==> config.mk <==
export PLATFORM = sky130hd
export DESIGN_NAME = wmc_misc_ctrl
export DESIGN_NICKNAME = d
export VERILOG_FILES = /design/src/verilog/wmc_pkg.sv /design/src/verilog/wmc_misc_ctrl.sv
export SDC_FILE = /design/constraint.sdc
export NUM_CORES = 1
export LEC_CHECK = 0
export BUFFER_PORTS_ARGS = -buffer_cell sky130_fd_sc_hd__buf_2
export CAP_MARGIN = 20
export CORE_ASPECT_RATIO = 1.1
export CORE_MARGIN = 10
export CORE_UTILIZATION = 39
export CTS_CLUSTER_SIZE = 28
export DETAILED_ROUTE_END_ITERATION = 16
export PLACE_DENSITY_LB_ADDON = 0.05
export SLEW_MARGIN = 30
export SYNTH_ARGS = -nofsm -noshare
export SYNTH_HDL_FRONTEND = slang
export SYNTH_SLANG_ARGS = --single-unit
==> constraint.sdc <==
create_clock -name clk_i -period 1.1 [get_ports clk_i]
set_clock_uncertainty 0.1 [all_clocks]
set_input_delay 0.165 -clock clk_i [delete_from_list [all_inputs] [get_ports clk_i]]
set_output_delay 0.165 -clock clk_i [all_outputs]
set_load 0.02 [all_outputs]
==> src/verilog/wmc_pkg.sv <==
`default_nettype none
// ============================================================
// wake unit miscellaneous control: shared constants and types
package wmc_pkg;

  localparam int unsigned WMC_ADDR_W = 4;
  localparam int unsigned WMC_DATA_W = 8;

  // register offset within the wake unit
  localparam logic [3:0] WMC_OFS_MISC_CTRL = 4'h1;

  // field positions of wake_misc_control
  localparam int unsigned WMC_BIT_LOCK     = 7;
  localparam int unsigned WMC_BIT_BAT_OK   = 5;
  localparam int unsigned WMC_BIT_PRIOR    = 2;
  localparam int unsigned WMC_BIT_SCHEME_H = 1;
  localparam int unsigned WMC_BIT_SCHEME_L = 0;

  // reset values, each from its own power domain
  localparam logic       WMC_RST_LOCK   = 1'h0;
  localparam logic       WMC_RST_BAT_OK = 1'h0;
  localparam logic       WMC_RST_PRIOR  = 1'h0;
  localparam logic [1:0] WMC_RST_SCHEME = 2'h2;
  localparam logic [7:0] WMC_RD_IDLE    = 8'h00;

  // led_scheme_select encodings
  typedef enum logic [1:0] {
    WMC_SCHEME_ADVANCED = 2'h0,
    WMC_SCHEME_BASIC    = 2'h1,
    WMC_SCHEME_SPECIAL  = 2'h2,
    WMC_SCHEME_RSVD     = 2'h3
  } wmc_scheme_type;

  // pin inputs, index order of the synchroniser vector
  localparam int unsigned WMC_PIN_N        = 4;
  localparam int unsigned WMC_PIN_BAT_LOW  = 0;
  localparam int unsigned WMC_PIN_MAIN_OFF = 1;
  localparam int unsigned WMC_PIN_STBY_OFF = 2;
  localparam int unsigned WMC_PIN_S3       = 3;

  // register access request from the unit's address decoder
  typedef struct packed {
    logic                  wr;
    logic                  rd;
    logic [WMC_ADDR_W-1:0] addr;
    logic [WMC_DATA_W-1:0] wdata;
  } wmc_req_type;

  // decode selects handed to the neighbouring led registers
  typedef struct packed {
    logic basic;
    logic advanced;
    logic special;
  } wmc_led_sel_type;

endpackage
`default_nettype wire

==> src/verilog/wmc_misc_ctrl.sv <==
`timescale 1ns/1ps
`default_nettype none

module wmc_misc_ctrl
  import wmc_pkg::*;
(
  input  wire logic            clk_i,
  input  wire logic            nrst_i,
  input  wire logic            nbat_rst_i,
  input  wire wmc_req_type     req_i,
  input  wire logic            battery_low_i,
  input  wire logic            main_supply_fail_i,
  input  wire logic            standby_supply_fail_i,
  input  wire logic            sleep_s3_indicator_i,
  output logic [7:0]           rd_data_o,
  output logic                 config_lock_o,
  output logic                 battery_ok_o,
  output logic                 prior_power_state_o,
  output wmc_led_sel_type      led_sel_o
);

  // ============================================================
  // pin synchronisers
  logic [WMC_PIN_N-1:0] pins_w;
  logic [WMC_PIN_N-1:0] sync_w;

  assign pins_w[WMC_PIN_BAT_LOW]  = battery_low_i;
  assign pins_w[WMC_PIN_MAIN_OFF] = main_supply_fail_i;
  assign pins_w[WMC_PIN_STBY_OFF] = standby_supply_fail_i;
  assign pins_w[WMC_PIN_S3]       = sleep_s3_indicator_i;

  // each pin owns its flop pair, so no vector has two writing processes
  genvar gi;
  generate
    for (gi = 0; gi < WMC_PIN_N; gi++) begin : g_sync
      logic meta_ff;
      logic stab_ff;

      always_ff @(posedge clk_i) begin
        if (!nbat_rst_i) begin
          meta_ff <= 1'b0;
          stab_ff <= 1'b0;
        end else begin
          meta_ff <= pins_w[gi];
          stab_ff <= meta_ff;
        end
      end

      assign sync_w[gi] = stab_ff;
    end
  endgenerate

  logic bat_low_w;
  logic fail_w;
  logic s3_w;
  logic fail_d_ff;
  logic fail_evt_w;

  assign bat_low_w  = sync_w[WMC_PIN_BAT_LOW];
  assign fail_w     = sync_w[WMC_PIN_MAIN_OFF] |
                      sync_w[WMC_PIN_STBY_OFF];
  assign s3_w       = sync_w[WMC_PIN_S3];
  // only the onset of a failure counts, so a long outage samples once
  assign fail_evt_w = fail_w & ~fail_d_ff;

  always_ff @(posedge clk_i) begin
    if (!nbat_rst_i) begin
      fail_d_ff <= 1'b0;
    end else begin
      fail_d_ff <= fail_w;
    end
  end

  // ============================================================
  // access decode
  function automatic logic hit_misc(input logic [WMC_ADDR_W-1:0] a);
    hit_misc = (a == WMC_OFS_MISC_CTRL);
  endfunction

  logic lock_ff;
  logic wr_hit_w;
  logic wr_ok_w;
  logic rd_hit_w;

  assign wr_hit_w = req_i.wr && hit_misc(req_i.addr);
  assign wr_ok_w  = wr_hit_w && !lock_ff;
  assign rd_hit_w = req_i.rd && hit_misc(req_i.addr);

  // ============================================================
  // configuration lock, standby domain
  logic nxt_lock;

  assign nxt_lock = lock_ff | (wr_ok_w & req_i.wdata[WMC_BIT_LOCK]);

  always_ff @(posedge clk_i) begin
    if (!nrst_i) begin
      lock_ff <= WMC_RST_LOCK;
    end else begin
      lock_ff <= nxt_lock;
    end
  end

  // ============================================================
  // battery-domain bits
  logic            bat_ok_ff;
  logic            prior_ff;
  wmc_scheme_type  scheme_ff;
  wmc_led_sel_type led_sel_ff;
  logic            nxt_bat_ok;
  logic            nxt_prior;
  wmc_scheme_type  nxt_scheme;
  wmc_led_sel_type nxt_led_sel;

  // one decode serves both the reset value and the running value
  function automatic wmc_led_sel_type scheme_sel(input wmc_scheme_type s);
    wmc_led_sel_type sel;
    sel          = '0;
    sel.basic    = (s == WMC_SCHEME_BASIC);
    sel.advanced = (s == WMC_SCHEME_ADVANCED);
    sel.special  = (s == WMC_SCHEME_SPECIAL);
    return sel;
  endfunction

  assign nxt_bat_ok = bat_low_w  ? 1'b0 :
                      fail_evt_w ? 1'b1 : bat_ok_ff;
  // high s3 level means forced shutdown
  assign nxt_prior  = fail_evt_w ? s3_w : prior_ff;
  assign nxt_scheme = wr_ok_w ?
      wmc_scheme_type'(req_i.wdata[WMC_BIT_SCHEME_H:WMC_BIT_SCHEME_L]) :
      scheme_ff;
  // selects from flops, decoded from the next code to stay in step
  assign nxt_led_sel = scheme_sel(nxt_scheme);

  always_ff @(posedge clk_i) begin
    if (!nbat_rst_i) begin
      bat_ok_ff  <= WMC_RST_BAT_OK;
      prior_ff   <= WMC_RST_PRIOR;
      scheme_ff  <= wmc_scheme_type'(WMC_RST_SCHEME);
      led_sel_ff <= scheme_sel(wmc_scheme_type'(WMC_RST_SCHEME));
    end else begin
      bat_ok_ff  <= nxt_bat_ok;
      prior_ff   <= nxt_prior;
      scheme_ff  <= nxt_scheme;
      led_sel_ff <= nxt_led_sel;
    end
  end

  // ============================================================
  // read-back and outputs
  logic [7:0] reg_view_w;
  logic [7:0] rd_data_ff;
  logic [7:0] nxt_rd_data;

  always_comb begin
    reg_view_w                 = 8'h00;
    reg_view_w[WMC_BIT_LOCK]   = lock_ff;
    reg_view_w[WMC_BIT_BAT_OK] = bat_ok_ff;
    reg_view_w[WMC_BIT_PRIOR]  = prior_ff;
    reg_view_w[WMC_BIT_SCHEME_H:WMC_BIT_SCHEME_L] = scheme_ff;
  end

  // unmapped offsets answer zero; their owners drive their own data
  assign nxt_rd_data = rd_hit_w ? reg_view_w : WMC_RD_IDLE;

  always_ff @(posedge clk_i) begin
    if (!nrst_i) begin
      rd_data_ff <= WMC_RD_IDLE;
    end else begin
      rd_data_ff <= nxt_rd_data;
    end
  end

  assign rd_data_o           = rd_data_ff;
  assign config_lock_o       = lock_ff;
  // software qualifies prior state with this flag
  assign battery_ok_o        = bat_ok_ff;
  assign prior_power_state_o = prior_ff;
  // decode selects; reserved code selects nothing
  assign led_sel_o           = led_sel_ff;
endmodule
`default_nettype wire

==> flow_metrics.tcl, run 1 <==
set metrics [dict create \
    p_seq_frac 0.536 \
    combPwrFrac 0.078 \
    pin_count 35 \
    fmax_mhz 942 \
    clock-sinks 22 \
    crit_fanout 5 \
    grt_pass1_vias 583 \
    switchingPower_mw 0.290 \
    p_leak_nw 0.481 \
    slew_violations 0 \
    port-buffer-count 26 \
    r2r_setup_slack_ps 40 \
    end_kind "flip-flop" \
    final_area_um2 1050 \
    die_w_um 62.3 \
    irDropWorstVdd_mv 0.911 \
    cp.required_ps 1200 \
    stdcell_count 131 \
    max_cap_violations 0 \
    wl_um 1410 \
    antenna_found_initial 0 \
    tns_ps 0 \
    hold_class "primary input to flip-flop" \
    whs_ps 39.7 \
    core-area_um2 1820 \
    gp_congestion 0.717 \
    outcome "complete, no violations" \
    synthesis.instances 71 \
    grt_max_degree 20 \
    n_antenna_cell 0 \
    hold_violations 0 \
    hpwl_um 1070 \
    die_height_um 66.6 \
    swShare 0.188 \
    avgRoutedWirePerCell_um 10.7 \
    htree_num_levels 1 \
    cts_tree "done" \
    dp_cells 121 \
    drive_above_1_share 0.356 \
    initial_core_util 0.422 \
    vias_per_cell 4.13 \
    grt-ovfl-total 0 \
    vias 541 \
    die_area_um2 4150 \
    cellInternalPower_mw 1.25 \
    critPathKind "primary input to flip-flop" \
    synth_top_area_share 0.573 \
    ant_nets 0 \
    rsz0062_at_grt "true" \
    yosysWarnings 0 \
    synth_cell_type_count 24 \
    post-route-drc-count 0 \
    ctsLongestPathBuffers 2 \
    setup.worst_path.start_class "primary input" \
    fin_crit_ps 1060 \
    finalPower_mw 1.54 \
    crit_arrival_ps 1160 \
    synth-seq-cells 22 \
    setup_slack_ps 38.3 \
    place_worst_setup_slack_ps -201 \
    grt_pass1_wl_um 2520 \
    grt_use_total 0.0755 \
    final_nets 126 \
    drt_first_pass_iters 5 \
    cts.clk_slew.worst_paths_ps 110 \
    clockPowerShare 0.386 \
    synth_seq_area_share 0.573 \
    drt_iter0_markers 5 \
    syn_area_um2 768 \
    final_core_util 0.576 \
    cts-buffers-inserted 3 \
    clockRootBuffer "clkbuf_4" \
    avgSynthCellArea_um2 10.8 \
    synth_top_area_cell "dfxtp_1" \
    synth_area_leaders "dfxtp_1 57%, and2_1 11%, mux2i_1 5.2%" \
    setup_viol 0 \
    finalCritPeriodShare 0.965 \
    place_area_um2 911 \
    clock_latency_ps 300 \
    powerDensity_nw_per_um2 1470 \
    rows 16 \
    syn2layout_area_growth_pct 36.6 \
]
## layer usage
layer | up-vias | wire [um] | GRT usage
met5 | - | 0 | 0
met4 | 0 | 23 | 0.0503
met1 | 227 | 656 | 0.0814
met3 | 4 | 99 | 0.0385
li1 | 292 | - | -
met2 | 18 | 625 | 0.115
## cells in the final DEF, fill, tap and decap left out, types with 2 or more instances in the layout
cell type      count
buf_2             20
clkbuf_4           3
and2_1            13
buf_6              2
buf_4              6
nor2b_1            2
nand2_1            5
nor2_1             2
dlygate4sd3_1      5
dfxtp_1           19
mux2i_1            4
conb_1             3
dfxtp_2            2
inv_1              2
## worst paths after layout
| kind | start | to | depth (start not counted) |
|---|---|---|---|
| worst max-delay path | nrst_i | rd_data_o[0] | 4 |
| worst min-delay path | req_i[7] | config_lock_o | 3 |
| worst max register to register | config_lock_o | led_sel_o[0] | 2 |
| worst min register to register | g_sync[3].meta_ff | g_sync[3].stab_ff | 1 |
## logic make-up (layout without fill, tap and decap cells)
group                  Yosys count  count (layout)  synth area share
multiplexers                     4               4            0.0521
buffers and inverters            8              39            0.0586
flip-flops                      22              22             0.573
AND/OR/NAND/NOR                 30              30             0.256
AO/OA/AOI/OAI                    6               6            0.0554
other                            1               3           0.00488
## cell usage after synthesis
library cell / count
and3_1: 1
nand2b_1: 1
nand3_1: 1
buf_4: 4
inv_1: 2
o311ai_1: 1
nand2_1: 5
dfxtp_1: 22
and2_1: 13
o21bai_1: 1
nor4b_4: 1
mux2i_1: 4
nand3b_1: 1
and3b_1: 1
nor4bb_1: 1
conb_1: 1
nor2_1: 2
a21oi_1: 1
a31oi_1: 1
nor2b_1: 2
nand4b_1: 1
o21a_1: 1
clkbuf_1: 2
o211ai_1: 1
## power groups by stage
stage               Clock [mW]  Sequential (mW)  Combinational (mW)
finish                   0.594            0.826               0.120
global route             0.660            0.829               0.133
CTS                      0.619            0.827               0.118
detailed placement           0            0.845               0.102
global placement             0            0.845               0.100
floorplan                    0            0.851              0.0600
## worst max-delay path, stage by stage
cell and delay, ps:
dlygate4sd3_1 530, buf_2 120, and3_1 190, and2_1 160
## what timing repair did
| action | 4_1_cts | 5_1_grt |
|---|---|---|
| hold endpoints to repair | 5 | 0 |
| setup buffers | 0 | 1 |
| cloned | 0 | 0 |
| hold buffers | 5 | 0 |
| setup endpoints to repair | 3 | 11 |
| resized for setup | 4 | 8 |
## final cells by class
class,instances,area [um2]
Fill cell,158,772
Multi-Input combinational cell,43,292
Tap cell,27,33.8
Inverter,2,7.51
Clock inverter,1,30.0
Sequential cell,22,447
Timing Repair Buffer,33,218
Clock buffer,3,22.5
## registers in the layout (all words and copies together) (netlist names)
| name | flops |
|---|---|
| led_sel_o | 3 |
| g_sync.stab_ff | 3 |
| bat_low_w | 1 |
| scheme_ff | 2 |
| fail_d_ff | 1 |
| battery_ok_o | 1 |
| prior_power_state_o | 1 |
| g_sync.meta_ff | 4 |
| rd_data_o | 5 |
| config_lock_o | 1 |
No activity file was read; power rests on OpenSTA's default activity.
==> inputs of run 2 (changes only) <==
CORE_UTILIZATION = 44   (was 39)
SLEW_MARGIN = default   (was 30)
clock period = 0.98 ns   (was 1.1 ns; I/O delays follow)
==> run 2 against run 1 <==
  * The run now ends with setup timing left
  * Worst hold slack worse by 29 ps
  * Sequential cell count unchanged
  * Sequential share of layout area down 1.7 points
  * Cell count decreased by 4.6%
  * Global-route usage rose by 1.2 points
  * Clock power down 18%
  * Sequential power is 12% higher
  * Final area is 6.6% higher
  * First-iteration DRC count rose by 60%
  * Critical path type is now flip-flop to flip-flop
  * Critical endpoint is now led_sel_o[2]
==> flow_metrics.tcl, run 2 (synthesized netlist as in run 1, its figures left out) <==
set metrics [dict create \
    outcome "finished with violations" \
    violations "setup timing" \
    port-buffer-count 26 \
    htree_num_levels 1 \
    setup_slack_ps -95.1 \
    grt_use_total 0.0878 \
    place_area_um2 908 \
    largest_reg_flops 5 \
    rsz0062_at_grt "true" \
    irDropWorstVdd_mv 0.781 \
    initial_core_util 0.476 \
    hpwl_um 1090 \
    layout_common_cells "15 x buf_2, 13 x and2_1, 11 x dfxtp_1, 10 x dfxtp_2, 10 x buf_6" \
    rows 15 \
    final_nets 130 \
    critPathKind "flip-flop to flip-flop" \
    hold_violations 0 \
    hold_class "primary input to flip-flop" \
    r2r_setup_slack_ps -100 \
    ant_nets 0 \
    final_area_um2 1120 \
    final_common_cell "buf_2" \
    finalCritPeriodShare 1.10 \
    n_antenna_cell 0 \
    drive_above_1_share 0.472 \
    post-route-drc-count 0 \
    crit_arrival_ps 1210 \
    clock-sinks 22 \
    whs_ps 10.4 \
    max_cap_violations 0 \
    vias_per_cell 4.60 \
    grt-ovfl-total 0 \
    cp.required_ps 1110 \
    cts.clk_slew.worst_paths_ps 120 \
    swShare 0.214 \
    startpoint "config_lock_o" \
    cellInternalPower_mw 1.23 \
    cts-buffers-inserted 3 \
    grt_pass1_wl_um 2660 \
    powerDensity_nw_per_um2 1400 \
    end_kind "flip-flop" \
    fillers 133 \
    grt_max_degree 20 \
    setup_viol 16 \
    slew_violations 0 \
    wl_um 1530 \
    switchingPower_mw 0.336 \
    antenna_found_initial 0 \
    clockRootBuffer "clkbuf_4" \
    setup.worst_path.start_class "flip-flop" \
    gp_congestion 0.720 \
    pin_count 35 \
    vias 575 \
    final_core_util 0.693 \
    fin_crit_ps 1080 \
    cts_tree "done" \
    min_from "req_i[7]" \
    crit_fanout 5 \
    clockPowerShare 0.310 \
    combPwrFrac 0.097 \
    die_w_um 59.8 \
    finalPower_mw 1.57 \
    core-area_um2 1610 \
    fmax_mhz 930 \
    timing.rr.start "config_lock_o" \
    p_leak_nw 0.506 \
    clock_latency_ps 300 \
    drt_first_pass_iters 4 \
    die_height_um 63.8 \
    avgRoutedWirePerCell_um 12.3 \
    p_seq_frac 0.593 \
    die_area_um2 3820 \
    ctsLongestPathBuffers 2 \
    syn2layout_area_growth_pct 45.6 \
    drt_iter0_markers 8 \
    grt_pass1_vias 609 \
]
[run 2: changes by cell type in the layout (fill, tap and decap cells not counted), sizes merged]
cell | before | now
bufinv | 1 | 0
dlygate4sd3 | 5 | 6
buf | 28 | 31
clkbuf | 3 | 4
[run 2: timing repair]
| item | 4_1_cts | 5_1_grt |
|---|---|---|
| gates resized for setup | 34 | 1 |
| cloned | 0 | 0 |
| pin swaps | 1 | 1 |
| hold buffers | 6 | 0 |
| setup buffers | 3 | 0 |
| endpoints found under the hold margin | 6 | 0 |
| setup endpoints to repair | 17 | 18 |
[run 2: area by class of cell]
cell class	count	area [um2]	area share
repair buffers	37	293	0.262
inverters	2	7.51	0.00671
multi-input cells	43	304	0.272
clock buffers	4	36.3	0.0324
flip-flops and latches	22	457	0.408
well taps	17	21.3	0.0190
[run 2: through the flow]
step                      cells  setup slack [ps]  setup TNS, ps
after floorplan              73              -121           -585
after global placement      112              -264          -2540
after detailed placement    112              -320          -2850
after CTS                   125             -94.9           -883
after global routing        125              -171          -1530
final                       125             -95.1           -709
[run 2: per-layer routing]
metal,GRT usage,vias up,wire [um]
li1,-,299,-
met1,0.0968,258,636
met2,0.140,16,766
met3,0.0356,2,119
met4,0.0421,0,12
met5,0,-,0
[run 2: power groups by stage]
stage / registers (mW) / logic (mW) / clock network (mW)
after floorplan: 0.953 / 0.0673 / 0
after global placement: 0.946 / 0.115 / 0
after detailed placement: 0.946 / 0.117 / 0
after CTS: 0.928 / 0.153 / 0.506
after global routing: 0.933 / 0.168 / 0.561
final: 0.929 / 0.152 / 0.486
[run 2: worst max-delay path: stages, from the launching register on]
cell	delay, ps
dfxtp_4	380
and3b_2	320
mux2i_1	210
[run 2: worst paths after layout]
check / endpoint / depth (start not counted)
max: led_sel_o[2] / 2
min: config_lock_o / 3
max reg2reg: led_sel_o[2] / 2
min reg2reg: g_sync[2].stab_ff / 1
==> inputs of run 3 (changes only) <==
ABC_AREA = 1   (was default)
==> run 3 against run 2 <==
  * The run still ends with setup timing left
  * Sequential share of layout area increased by 0.35 points
  * Sequential cell count unchanged
  * Routed wire length decreased by 2.1%
  * Synthesized cell count increased by 25%
  * Non-clock buffer count decreased by 4
  * Worst hold slack improved by 10 ps
  * First-iteration DRC count increased by 13%
  * Critical endpoint is now led_sel_o[0]
==> flow_metrics.tcl, run 3 <==
set metrics [dict create \
    fin_crit_ps 1080 \
    synthesis.instances 89 \
    syn_area_um2 766 \
    powerDensity_nw_per_um2 1510 \
    final_core_util 0.685 \
    drt_first_pass_iters 4 \
    final_nets 146 \
    setup_slack_ps -99.1 \
    synth-seq-cells 22 \
    irDropWorstVdd_mv 0.923 \
    vias_per_cell 4.25 \
    wl_um 1500 \
    antenna_found_initial 0 \
    cp.required_ps 1080 \
    fillers 138 \
    largest_reg_flops 5 \
    synth_area_leaders "dfxtp_1 58%, inv_1 9.8%, nand2_1 5.9%" \
    critPathKind "flip-flop to flip-flop" \
    ant_nets 0 \
    cts_tree "done" \
    finalCritPeriodShare 1.10 \
    htree_num_levels 1 \
    die_height_um 63.8 \
    cts-buffers-inserted 3 \
    fmax_mhz 927 \
    grt_pass1_vias 574 \
    clockRootBuffer "clkbuf_4" \
    rows 15 \
    n_antenna_cell 0 \
    synth_ff_type "dfxtp_1" \
    drt_iter0_markers 9 \
    initial_core_util 0.474 \
    vias 599 \
    synth_cell_type_count 17 \
    drive_above_1_share 0.435 \
    synth_top_area_share 0.575 \
    cts.clk_slew.worst_paths_ps 120 \
    die_w_um 59.8 \
    hold_violations 0 \
    ctsLongestPathBuffers 2 \
    core-area_um2 1610 \
    multi_input_area_um2 240 \
    yosysWarnings 0 \
    place_area_um2 901 \
    rsz0062_at_grt "true" \
    avgSynthCellArea_um2 8.60 \
    final_area_um2 1110 \
    final_common_cell "inv_1" \
    place_worst_setup_slack_ps -73.2 \
    regArea_um2 455 \
    synth_top_area_cell "dfxtp_1" \
    violations "setup timing" \
    post-route-drc-count 0 \
    syn2layout_area_growth_pct 44.4 \
    synth_most_common_cell "dfxtp_1" \
    synth_seq_area_share 0.575 \
    async_flop_share 0 \
    grt-ovfl-total 0 \
    crit_arrival_ps 1180 \
    clock_latency_ps 290 \
    grt_max_degree 14 \
    gp_congestion 0.696 \
    die_area_um2 3810 \
    synth_edf_count 0 \
    setup_viol 17 \
    hold_class "primary input to flip-flop" \
    grt_use_total 0.0805 \
    setup.worst_path.start_class "flip-flop" \
    pin_count 35 \
    end_kind "flip-flop" \
    clock-sinks 22 \
    max_cap_violations 0 \
    slew_violations 0 \
    hpwl_um 1150 \
    outcome "finished with violations" \
    crit_fanout 4 \
    layout_common_cells "20 x inv_1, 15 x buf_2, 12 x nor2_1, 12 x nand2_1, 12 x dfxtp_1" \
    yosys-top-cells-count "22 x dfxtp_1, 20 x inv_1, 12 x nand2_1, 12 x nor2_1, 4 x nand2_2" \
    port-buffer-count 26 \
    avgRoutedWirePerCell_um 10.7 \
    grt_pass1_wl_um 2440 \
    p_leak_nw 0.585 \
]
## run 3: worst max-delay path: stages, from the launching register on
cell	delay, ps
dfxtp_4	380
nor2_4	130
nand3_2	100
nand2_1	80
nand2_2	70
nand2_1	70
nand2_1	50
## run 3: metrics by stage
stage	setup TNS (ps)	power (mW)	cells	hold WS, ps
2_1_floorplan	-21.9	1.04	91	143
3_3_place_gp	-67.7	1.08	130	229
3_5_place_dp	-116	1.09	130	233
4_1_cts	-731	1.70	141	28.2
5_1_grt	-1450	1.77	141	14.3
6_report	-543	1.67	141	20.7
## run 3: worst paths after layout
path,from,end,slack [ps],depth (start not counted)
setup / recovery,config_lock_o,led_sel_o[0],-100,6
hold / removal,req_i[12],rd_data_o[1],20,3
setup reg to reg,config_lock_o,led_sel_o[0],-100,6
hold reg to reg,bat_low_w,battery_ok_o,310,1
## run 3: final cells by class
| class | instances | area share |
|---|---|---|
| clock buffers | 4 | 0.0430 |
| inverters | 21 | 0.0713 |
| multi-input cells | 44 | 0.217 |
| repair buffers | 33 | 0.238 |
| flip-flops and latches | 22 | 0.412 |
| well taps | 17 | 0.0192 |
## run 3: cell families (layout without fill, tap and decap cells)
family	after synthesis	after routing	share of synthesized area
other	1	3	0.00490
buffers and inverters	25	58	0.139
and+or+nand+nor	36	36	0.239
AOI/OAI and AO/OA	5	5	0.0425
DFF	22	22	0.575
## run 3: where the power goes
part | internal [mW] | total, mW | switching [mW]
Clock | 0.311 | 0.568 | 0.257
Combinational | 0.0832 | 0.172 | 0.0891
Sequential | 0.922 | 0.934 | 0.0121
Total | 1.32 | 1.67 | 0.358
## run 3: metal layers
layer | vias up | track usage | routed length (um)
li1 | 321 | - | -
met1 | 261 | 0.0799 | 575
met2 | 15 | 0.138 | 794
met3 | 2 | 0.0316 | 114
met4 | 0 | 0.0421 | 18
met5 | - | 0 | 0
## run 3: what timing repair did
action | in CTS | in global routing
resized for setup | 31 | 3
setup endpoints to repair | 16 | 21
setup buffers | 1 | 0
pin swaps | 1 | 1
hold endpoints to repair | 5 | 0
hold buffers | 6 | 0
